--- src/hdl/sdbrc_pkg.sv ---
package sdbrc_pkg;

	// ************************************************************
	// command/address layout
	// ************************************************************
	localparam int BANK_W = 3;
	localparam int ROW_W = 14;
	localparam int COL_W = 10;
	localparam int NUM_BANKS = 8;
	localparam int ADDR_AP_BIT = 10;
	localparam int ADDR_BURST_BIT = 12;
	localparam int MR_AUTO_SR_BIT = 6;
	localparam int MR_TEMP_RANGE_BIT = 7;
	localparam logic [2:0] MR_TWO_BANK = 3'h2;

	// {ras_n, cas_n, we_n} with chip select low
	localparam logic [2:0] CMD_MRS = 3'h0;
	localparam logic [2:0] CMD_REF = 3'h1;
	localparam logic [2:0] CMD_PRE = 3'h2;
	localparam logic [2:0] CMD_ACT = 3'h3;
	localparam logic [2:0] CMD_WR = 3'h4;
	localparam logic [2:0] CMD_RD = 3'h5;

	// ************************************************************
	// timing in link clock cycles
	// ************************************************************
	localparam logic [2:0] CCD_CYCLES = 3'h4;
	localparam logic [7:0] TRP_RESET = 8'h06;

	// ************************************************************
	// self-refresh rate selection
	// ************************************************************
	localparam logic [1:0] SR_RATE_NORMAL = 2'h0;
	localparam logic [1:0] SR_RATE_EXT = 2'h1;
	localparam logic [1:0] SR_RATE_AUTO_COOL = 2'h2;
	localparam logic [1:0] SR_RATE_AUTO_HOT = 2'h3;

	// ************************************************************
	// apb register map (byte addresses)
	// ************************************************************
	localparam logic [7:0] REG_CTRL = 8'h00;
	localparam logic [7:0] REG_TRP = 8'h04;
	localparam logic [7:0] REG_MODE = 8'h08;
	localparam logic [7:0] REG_BANKS = 8'h0c;
	localparam logic [7:0] REG_ERRS = 8'h10;
	localparam int CTRL_CLR_BIT = 0;

	typedef enum logic [1:0] {
		BANK_IDLE,
		BANK_ACTIVE,
		BANK_PRECHARGING
	} sdbrc_bank_state_t;

endpackage

--- src/hdl/sdbrc_bank.sv ---
`timescale 1ns/100ps
// ************************************************************
// one bank: idle / active with open row / precharging
// ************************************************************
module sdbrc_bank
	import sdbrc_pkg::*;
(
	input wire logic pclk,
	input wire logic presetn,
	input wire logic tick,
	input wire logic act,
	input wire logic col,
	input wire logic auto_pre,
	input wire logic pre,
	input wire logic [sdbrc_pkg::ROW_W-1:0] row,
	input wire logic [7:0] trp,
	output sdbrc_pkg::sdbrc_bank_state_t state,
	output logic [sdbrc_pkg::ROW_W-1:0] open_row,
	output logic access_ok,
	output logic err
);
	logic [7:0] cnt_reg;
	logic reopen;

	// column access only lands on an open row
	assign access_ok = col && (state == BANK_ACTIVE);

	// the precharge time has run out on this tick, so an activate may land now
	assign reopen = (state == BANK_PRECHARGING) && (cnt_reg <= 8'h01);

	// state walk; illegal commands leave the bank untouched
	always_ff @(posedge pclk or negedge presetn) begin
		if (!presetn) begin
			state <= BANK_IDLE;
			cnt_reg <= 8'h00;
		end else if (pre) begin
			// restart the period from the latest precharge
			if (state != BANK_IDLE || cnt_reg != 8'h00) begin
				state <= BANK_PRECHARGING;
				cnt_reg <= trp;
			end
		end else begin
			case (state)
				BANK_IDLE: begin
					if (act) begin
						state <= BANK_ACTIVE;
					end
				end
				BANK_ACTIVE: begin
					if (col && auto_pre) begin
						state <= BANK_PRECHARGING;
						cnt_reg <= trp;
					end
				end
				BANK_PRECHARGING: begin
					// idle only once the row precharge time has run out
					if (tick) begin
						if (cnt_reg <= 8'h01) begin
							state <= act ? BANK_ACTIVE : BANK_IDLE;
							cnt_reg <= 8'h00;
						end else begin
							cnt_reg <= cnt_reg - 8'h01;
						end
					end
				end
				default: begin
					state <= BANK_IDLE;
				end
			endcase
		end
	end

	// row held until the next activate lands on this bank
	always_ff @(posedge pclk or negedge presetn) begin
		if (!presetn) begin
			open_row <= '0;
		end else if (act && (state == BANK_IDLE || reopen) && !pre) begin
			open_row <= row;
		end
	end

	// flag misuse without hanging: act on busy bank, access on closed bank
	always_ff @(posedge pclk or negedge presetn) begin
		if (!presetn) begin
			err <= 1'b0;
		end else begin
			err <= (act && state != BANK_IDLE && !reopen) || (col && state != BANK_ACTIVE);
		end
	end
endmodule

--- src/hdl/sdbrc_sync.sv ---
`timescale 1ns/100ps
// ************************************************************
// two-stage synchroniser for a bundle of pin levels
// ************************************************************
module sdbrc_sync #(
	parameter int W = 1
) (
	input wire logic pclk,
	input wire logic presetn,
	input wire logic [W-1:0] d,
	output logic [W-1:0] q
);
	logic [W-1:0] meta_reg;

	// first stage feeds only the second stage
	always_ff @(posedge pclk or negedge presetn) begin
		if (!presetn) begin
			meta_reg <= '0;
			q <= '0;
		end else begin
			meta_reg <= d;
			q <= meta_reg;
		end
	end
endmodule

--- src/hdl/sdbrc_top.sv ---
// Chosen here: the placing of the registers and the APB register port.
`timescale 1ns/100ps
// Operation
// - temp range bit 0, auto self-refresh off: normal-range self-refresh rate
// - temp range bit 1 selects a rate valid over normal and extended ranges
// - auto self-refresh on, temp range bit 0: temperature steers refresh power
// - activate opens the addressed row in the bank chosen by bank inputs
// - an open row stays open until that bank is precharged
// - a precharged bank reopens only after the row precharge time
// - precharge to an idle bank is accepted and ignored; to a precharging bank, period restarts
// - address bit 12 picks chop of four or full burst of eight
// - address bit 12 is never used as a column address bit
// - minor violations never lock the device, errors stay with that command
module sdbrc_top
	import sdbrc_pkg::*;
(
	input wire logic pclk,
	input wire logic presetn,
	input wire logic psel,
	input wire logic penable,
	input wire logic pwrite,
	input wire logic [7:0] paddr,
	input wire logic [31:0] pwdata,
	output logic [31:0] prdata,
	output logic pready,
	output logic pslverr,
	input wire logic ddr_ck,
	input wire logic ddr_cke,
	input wire logic ddr_cs_n,
	input wire logic ddr_ras_n,
	input wire logic ddr_cas_n,
	input wire logic ddr_we_n,
	input wire logic [sdbrc_pkg::BANK_W-1:0] ddr_ba,
	input wire logic [sdbrc_pkg::ROW_W-1:0] ddr_addr,
	input wire logic temp_hot,
	output logic [1:0] sr_rate,
	output logic sr_mode_illegal,
	output logic burst_valid,
	output logic burst_write,
	output logic burst_eight,
	output logic burst_auto_pre,
	output logic [sdbrc_pkg::BANK_W-1:0] burst_bank,
	output logic [sdbrc_pkg::ROW_W-1:0] burst_row,
	output logic [sdbrc_pkg::COL_W-1:0] burst_col
);
	import sdbrc_pkg::*;

	localparam int PIN_W = 7 + BANK_W + ROW_W;

	// ************************************************************
	// pin synchronisation and link clock edge detection
	// ************************************************************
	logic [PIN_W-1:0] pins_raw;
	logic [PIN_W-1:0] pins_sync;
	logic ck_s;
	logic cke_s;
	logic cs_n_s;
	logic ras_n_s;
	logic cas_n_s;
	logic we_n_s;
	logic hot_s;
	logic [BANK_W-1:0] ba_s;
	logic [ROW_W-1:0] addr_s;
	logic ck_prev_reg;
	logic tick;

	assign pins_raw = {ddr_ck, ddr_cke, ddr_cs_n, ddr_ras_n, ddr_cas_n, ddr_we_n,
		temp_hot, ddr_ba, ddr_addr};

	sdbrc_sync #(.W(PIN_W)) u_pin_sync (
		.pclk(pclk),
		.presetn(presetn),
		.d(pins_raw),
		.q(pins_sync)
	);

	assign {ck_s, cke_s, cs_n_s, ras_n_s, cas_n_s, we_n_s, hot_s, ba_s, addr_s} = pins_sync;

	// edge finder reads the synchronised level only
	always_ff @(posedge pclk or negedge presetn) begin
		if (!presetn) begin
			ck_prev_reg <= 1'b0;
		end else begin
			ck_prev_reg <= ck_s;
		end
	end

	// limitation: the link clock is oversampled, so it must run below a third of pclk
	// and the command pins must hold steady for a few pclk around its rising edge
	assign tick = ck_s && !ck_prev_reg;

	// ************************************************************
	// command decode
	// ************************************************************
	logic cmd_valid;
	logic [2:0] cmd_pins;
	logic is_act;
	logic is_pre;
	logic is_rd;
	logic is_wr;
	logic is_col;
	logic is_mrs;

	// one decoder for the command pins, shared by every command strobe
	function automatic logic cmd_is(input logic [2:0] pins, input logic [2:0] op);
		cmd_is = (pins == op);
	endfunction

	assign cmd_valid = tick && cke_s && !cs_n_s;
	assign cmd_pins = {ras_n_s, cas_n_s, we_n_s};
	assign is_act = cmd_valid && cmd_is(cmd_pins, CMD_ACT);
	assign is_pre = cmd_valid && cmd_is(cmd_pins, CMD_PRE);
	assign is_rd = cmd_valid && cmd_is(cmd_pins, CMD_RD);
	assign is_wr = cmd_valid && cmd_is(cmd_pins, CMD_WR);
	assign is_mrs = cmd_valid && cmd_is(cmd_pins, CMD_MRS);
	assign is_col = is_rd || is_wr;

	// ************************************************************
	// mode register two: self-refresh temperature handling
	// ************************************************************
	logic auto_self_refresh_reg;
	logic self_refresh_temp_range_reg;

	// the illegal pair is stored as written; the rate logic below falls back from it
	// only a mode set aimed at register two touches these bits
	always_ff @(posedge pclk or negedge presetn) begin
		if (!presetn) begin
			auto_self_refresh_reg <= 1'b0;
			self_refresh_temp_range_reg <= 1'b0;
		end else if (is_mrs && ba_s == MR_TWO_BANK) begin
			auto_self_refresh_reg <= addr_s[MR_AUTO_SR_BIT];
			self_refresh_temp_range_reg <= addr_s[MR_TEMP_RANGE_BIT];
		end
	end

	// internal self-refresh rate; illegal combination falls back to the safe rate
	always_ff @(posedge pclk or negedge presetn) begin
		if (!presetn) begin
			sr_rate <= SR_RATE_NORMAL;
			sr_mode_illegal <= 1'b0;
		end else begin
			sr_mode_illegal <= auto_self_refresh_reg && self_refresh_temp_range_reg;
			if (self_refresh_temp_range_reg) begin
				sr_rate <= SR_RATE_EXT;
			end else if (auto_self_refresh_reg) begin
				sr_rate <= hot_s ? SR_RATE_AUTO_HOT : SR_RATE_AUTO_COOL;
			end else begin
				sr_rate <= SR_RATE_NORMAL;
			end
		end
	end

	// ************************************************************
	// banks
	// ************************************************************
	logic [7:0] trp_reg;
	sdbrc_bank_state_t bank_state [NUM_BANKS];
	logic [ROW_W-1:0] bank_row [NUM_BANKS];
	logic [NUM_BANKS-1:0] bank_ok;
	logic [NUM_BANKS-1:0] bank_err;
	logic [2*NUM_BANKS-1:0] bank_state_flat;

	// all banks share one precharge time; a new value applies from the next precharge
	genvar gi;
	generate
		for (gi = 0; gi < NUM_BANKS; gi++) begin : g_bank
			logic sel;
			// bank pins pick one bank; precharge with the auto bit reaches every bank
			assign sel = (ba_s == BANK_W'(gi));
			sdbrc_bank u_bank (
				.pclk(pclk),
				.presetn(presetn),
				.tick(tick),
				.act(is_act && sel),
				.col(is_col && sel),
				.auto_pre(addr_s[ADDR_AP_BIT]),
				.pre(is_pre && (sel || addr_s[ADDR_AP_BIT])),
				.row(addr_s),
				.trp(trp_reg),
				.state(bank_state[gi]),
				.open_row(bank_row[gi]),
				.access_ok(bank_ok[gi]),
				.err(bank_err[gi])
			);
			assign bank_state_flat[2*gi +: 2] = bank_state[gi];
		end
	endgenerate

	// ************************************************************
	// burst issue and column spacing
	// ************************************************************
	logic [2:0] gap_reg;
	logic ccd_err_reg;

	// link cycles since the last column command, saturating
	// a refused column command still restarts the spacing count
	always_ff @(posedge pclk or negedge presetn) begin
		if (!presetn) begin
			gap_reg <= CCD_CYCLES;
			ccd_err_reg <= 1'b0;
		end else begin
			ccd_err_reg <= is_col && (gap_reg < CCD_CYCLES);
			if (is_col) begin
				gap_reg <= 3'h1;
			end else if (tick && gap_reg < CCD_CYCLES) begin
				gap_reg <= gap_reg + 3'h1;
			end
		end
	end

	// burst handed on only when its bank holds an open row
	always_ff @(posedge pclk or negedge presetn) begin
		if (!presetn) begin
			burst_valid <= 1'b0;
			burst_write <= 1'b0;
			burst_eight <= 1'b0;
			burst_auto_pre <= 1'b0;
			burst_bank <= '0;
			burst_row <= '0;
			burst_col <= '0;
		end else begin
			burst_valid <= |bank_ok;
			if (|bank_ok) begin
				burst_write <= is_wr;
				burst_eight <= addr_s[ADDR_BURST_BIT];
				burst_auto_pre <= addr_s[ADDR_AP_BIT];
				burst_bank <= ba_s;
				burst_row <= bank_row[ba_s];
				// column taken from the low bits alone; bit 12 never joins it
				burst_col <= addr_s[COL_W-1:0];
			end
		end
	end

	// ************************************************************
	// error tally: bad commands are counted, never fatal; early column commands still pass
	// ************************************************************
	logic [15:0] err_cnt_reg;
	logic err_clr;
	logic err_hit;

	assign err_hit = (|bank_err) || ccd_err_reg;

	// a hit in the clear cycle survives as a count of one
	// the count saturates rather than wrapping back to a clean-looking zero
	always_ff @(posedge pclk or negedge presetn) begin
		if (!presetn) begin
			err_cnt_reg <= 16'h0000;
		end else if (err_clr) begin
			err_cnt_reg <= err_hit ? 16'h0001 : 16'h0000;
		end else if (err_hit && err_cnt_reg != 16'hffff) begin
			err_cnt_reg <= err_cnt_reg + 16'h0001;
		end
	end

	// ************************************************************
	// apb slave
	// ************************************************************
	function automatic logic reg_mapped(input logic [7:0] a);
		reg_mapped = (a == REG_CTRL) || (a == REG_TRP) || (a == REG_MODE) ||
			(a == REG_BANKS) || (a == REG_ERRS);
	endfunction

	logic wr_en;

	// zero wait states: every access completes in its first access cycle
	assign pready = 1'b1;
	assign pslverr = psel && penable && !reg_mapped(paddr);
	assign wr_en = psel && penable && pwrite && reg_mapped(paddr);
	assign err_clr = wr_en && (paddr == REG_CTRL) && pwdata[CTRL_CLR_BIT];

	// precharge time in link cycles; zero would stall nothing, so keep one minimum
	always_ff @(posedge pclk or negedge presetn) begin
		if (!presetn) begin
			trp_reg <= TRP_RESET;
		end else if (wr_en && paddr == REG_TRP) begin
			trp_reg <= (pwdata[7:0] == 8'h00) ? 8'h01 : pwdata[7:0];
		end
	end

	// read data captured in the setup cycle, stable through the access
	always_ff @(posedge pclk or negedge presetn) begin
		if (!presetn) begin
			prdata <= 32'h0000_0000;
		end else if (psel && !penable && !pwrite) begin
			case (paddr)
				REG_TRP: prdata <= {24'h000000, trp_reg};
				REG_MODE: prdata <= {26'h0000000, sr_mode_illegal, hot_s, sr_rate,
					self_refresh_temp_range_reg, auto_self_refresh_reg};
				REG_BANKS: prdata <= {16'h0000, bank_state_flat};
				REG_ERRS: prdata <= {16'h0000, err_cnt_reg};
				default: prdata <= 32'h0000_0000;
			endcase
		end
	end
endmodule

--- config.mk ---
export PLATFORM = sky130hd
export DESIGN_NAME = sdbrc_top
export DESIGN_NICKNAME = d
export VERILOG_FILES = /design/src/hdl/sdbrc_pkg.sv /design/src/hdl/sdbrc_bank.sv /design/src/hdl/sdbrc_sync.sv /design/src/hdl/sdbrc_top.sv
export SDC_FILE = /design/constraint.sdc
export NUM_CORES = 1
export LEC_CHECK = 0
export CAP_MARGIN = 40
export CORE_AREA = 5 5 174 176
export DETAILED_ROUTE_END_ITERATION = 6
export DIE_AREA = 0 0 179 181
export DONT_BUFFER_PORTS = 1
export PLACE_DENSITY = 0.83
export SYNTH_ARGS = -nofsm -noshare
export SYNTH_HDL_FRONTEND = slang
export SYNTH_SLANG_ARGS = --single-unit
--- constraint.sdc ---
create_clock -name pclk -period 5 [get_ports pclk]
set_clock_uncertainty 0.2 [all_clocks]
set_input_delay 0.25 -clock pclk [delete_from_list [all_inputs] [get_ports pclk]]
set_output_delay 0.25 -clock pclk [all_outputs]
set_load 0.05 [all_outputs]
==> flow_summary.toml <==
[cts]
cts-buffers-inserted = 36
cts.hold.buffers_added = 35
clk_pin_slew_ns = 0.06
cts-root-buf = "clkbuf_16"
htreeDepth = 2
cts_buffer_depth = 3
insertion_delay_ns = 0.53
postCtsSetupRepairBufs = 0
cts_sinks = 329
tritoncts = "yes"
post_cts_resize_count = 0

[power]
p_int_mw = 6.18
swShare = 0.384
switching_power_mw = 3.85
p_seq_frac = 0.359
p_leak_nw = 8.39
p_clk_frac = 0.271
p_comb_frac = 0.370
power_density_mw_per_mm2 = 535
vdd_drop_max_mv = 0.375

[cells_and_area]
drive_gt1_frac = 0.213
largest_reg_flops = 112
layout_commonest_cell = "dfrtp_1"
design_area_mm2 = 0.0187
multi_input_area_mm2 = 0.00802
final_cell_mix = "324 x dfrtp_1, 162 x mux2_2, 81 x nor2_1"
area_growth_pct = 11.3
regArea_mm2 = 0.00824
fill_cells = 2058
fin_nets = 1599

[logic_synthesis]
yosys_warnings = 0
syn_avg_cell_area_um2 = 11.6
ys_seq_area_frac = 0.489
synth_cell_type_count = 82
postSynthCellCount = 1451
synth-xor-area-share = 0.00572
synth_edf_count = 0
synth-simple-area-share = 0.106
synthMuxAreaShare = 0.164
synth_top_family_by_area = "multiplexers"
synth-compound-area-share = 0.151
ys_ff_latch = 329
async_flop_share = 1.00
synthAdderAreaFrac = 0.0431
syn_area_mm2 = 0.0168
ys.flop_type = "dfrtp_1"

[floorplan]
start_util = 0.591
ios = 137
rows = 62
coreArea_mm2 = 0.0285
die_w_um = 179
dieHeight_um = 181
dieArea_mm2 = 0.0324

[grt]
gr-max-usage-layer = "met2"
grt_use_total = 0.259
antenna_found_initial = 2
grt_pass1_vias = 12620
met3_usage = 0.0533
overflow = 0
grt_max_degree = 330
use_met2 = 0.407
grt_pass1_wl_um = 67600
met1_usage = 0.354

[routing]
drt-vias-per-instance = 6.55
ant_nets = 0
wl_per_cell_um = 22.0
drt-initial-drc-count = 1232
drc = 1
firstDrtPassIters = 7
routed_wl_um = 41400
num_vias = 12335

[hold_path]
min_path_type = "input pin to asynchronous set/reset pin"

[worst_setup_path]
crit_path_max_incr_delay_ns = 0.86
start_kind = "register"
crit_end = "g_bank[2].u_bank.cnt_reg[1]"
worstSetupPathType = "register to register"
crit_path_cell_trace = "buf_4, nor3b_1, o211ai_1, nand3b_1, a22o_1, mux2_2"
regToRegSetupSlack_ns = 1.56
r2r_cells = 6
r2r_end = "g_bank[2].u_bank.cnt_reg[1]"
critPathMaxFanout = 33
required_ns = 5.21
worst-path-stages = 6
arrival_ns = 3.65
critPathTopFamily = "simple AND/OR/NAND/NOR gates"
cpMaxStageDelayCell = "dfrtp_2"
end_kind = "register"
r2r_start = "u_pin_sync.q[15]"
crit_buf_inv = 1
cp-startpoint = "u_pin_sync.q[15]"

[timing]
final_hold_viol_count = 329
rsz0062_at_grt = "false"
post-route-min-period_ns = 3.44
fmax_mhz = 291
setup_violations = 0
worst_pin_slew_ns = 1.22
fin_crit_sh = 0.688
hold_slack_ns = -0.745
fin_setup_tns_ns = 0
max_slew_margin = 0.185
slew_viol_final = 0

[placement]
placed_cell_area_mm2 = 0.0171
numPortBuffers = 0
place_congestion = 0.889
hpwlAfterDp_um = 26200

[job]
drv_cap = 0

[outcome]
outcome = "complete, but fails checks"
violations = "design-rule violations, negative hold slack"
-- final cells by class --
class / instances / share of cell area
multi-input cells: 983 / 0.428
inverters: 66 / 0.0132
clock inverters: 16 / 0.00928
diodes: 1 / 0.000134
flip-flops and latches: 329 / 0.440
repair buffers: 56 / 0.0271
clock buffers: 49 / 0.0566
well taps: 384 / 0.0256
-- power by group through the flow --
stage,sequential [mW],combinational [mW],clock (mW)
detailed placement,3.63,3.60,0
global route,3.65,4.11,2.87
finish,3.60,3.72,2.71
global placement,3.61,3.46,0
CTS,3.59,3.65,2.75
floorplan,3.46,2.99,0
-- worst min path at each step --
stage | start | end | slack (ns) | cells after the start
after floorplan | presetn | auto_self_refresh_reg | -0.25 | 0
after global placement | presetn | g_bank[6].u_bank.cnt_reg[6] | -0.22 | 0
after detailed placement | presetn | g_bank[5].u_bank.cnt_reg[5] | -0.22 | 0
after CTS | presetn | g_bank[2].u_bank.cnt_reg[5] | -0.77 | 0
after global routing | presetn | g_bank[7].u_bank.cnt_reg[4] | -0.77 | 0
final | presetn | g_bank[5].u_bank.cnt_reg[5] | -0.75 | 0
-- metrics by stage --
| step | instances | setup WS [ns] | power (mW) | hold slack [ns] | utilization |
|---|---|---|---|---|---|
| 2_1_floorplan | 1466 | 2.36 | 6.46 | -0.246 | - |
| 3_3_place_gp | 1782 | 1.70 | 7.06 | -0.220 | 0.602 |
| 3_5_place_dp | 1783 | 1.67 | 7.23 | -0.220 | 0.602 |
| 4_1_cts | 1883 | 1.64 | 9.99 | -0.773 | 0.658 |
| 5_1_grt | 1884 | 1.49 | 10.6 | -0.772 | 0.658 |
| 6_report | 1884 | 1.56 | 10.0 | -0.745 | 0.658 |
-- per-layer routing --
metal	up-vias	part of all wire
met1	6159	0.41
met2	571	0.47
li1	5462	-
met4	4	0.044
met5	-	0.00082
met3	139	0.076
-- cells by family (layout without fill, tap and decap cells) --
kind of cell	Yosys count	in the layout
AND/OR/NAND/NOR	349	349
AO/OA/AOI/OAI	330	330
flip-flops	329	329
multiplexers	218	218
buffers and inverters	154	187
adder cells (fa/ha/maj)	58	58
XOR/XNOR	11	11
other	2	18
-- cell usage after synthesis (4+ instances only) --
cell	instances	area share
xnor2_1	11	0.0057
nand4_1	11	0.0041
o211ai_1	23	0.010
and2_1	17	0.0063
nor3_1	62	0.018
clkbuf_1	30	0.0067
nand3b_1	7	0.0031
a2bb2oi_1	14	0.0073
a21oi_1	28	0.0083
a32oi_1	30	0.016
a21o_1	6	0.0027
nor4_1	4	0.0015
a222oi_1	6	0.0036
buf_2	28	0.0083
or2_2	7	0.0026
nor2_1	81	0.018
a31oi_1	13	0.0048
a22oi_1	26	0.012
buf_1	9	0.0020
dfrtp_1	326	0.48
mux2_2	162	0.11
mux4_2	29	0.039
o22ai_1	21	0.0078
inv_1	66	0.015
o21ai_0	50	0.015
a22o_1	7	0.0036
o211a_1	4	0.0024
ha_1	58	0.043
buf_4	19	0.0085
and3_1	10	0.0037
o31ai_1	19	0.0085
mux2i_1	25	0.015
a211oi_2	5	0.0037
a2111oi_0	8	0.0042
or3_1	14	0.0052
a211oi_1	11	0.0049
o2bb2ai_1	32	0.017
a41oi_1	4	0.0021
nand3_1	23	0.0068
nand2_1	76	0.017
and4_1	6	0.0031
and3b_1	5	0.0026
Power figures use the tool's default switching activity.
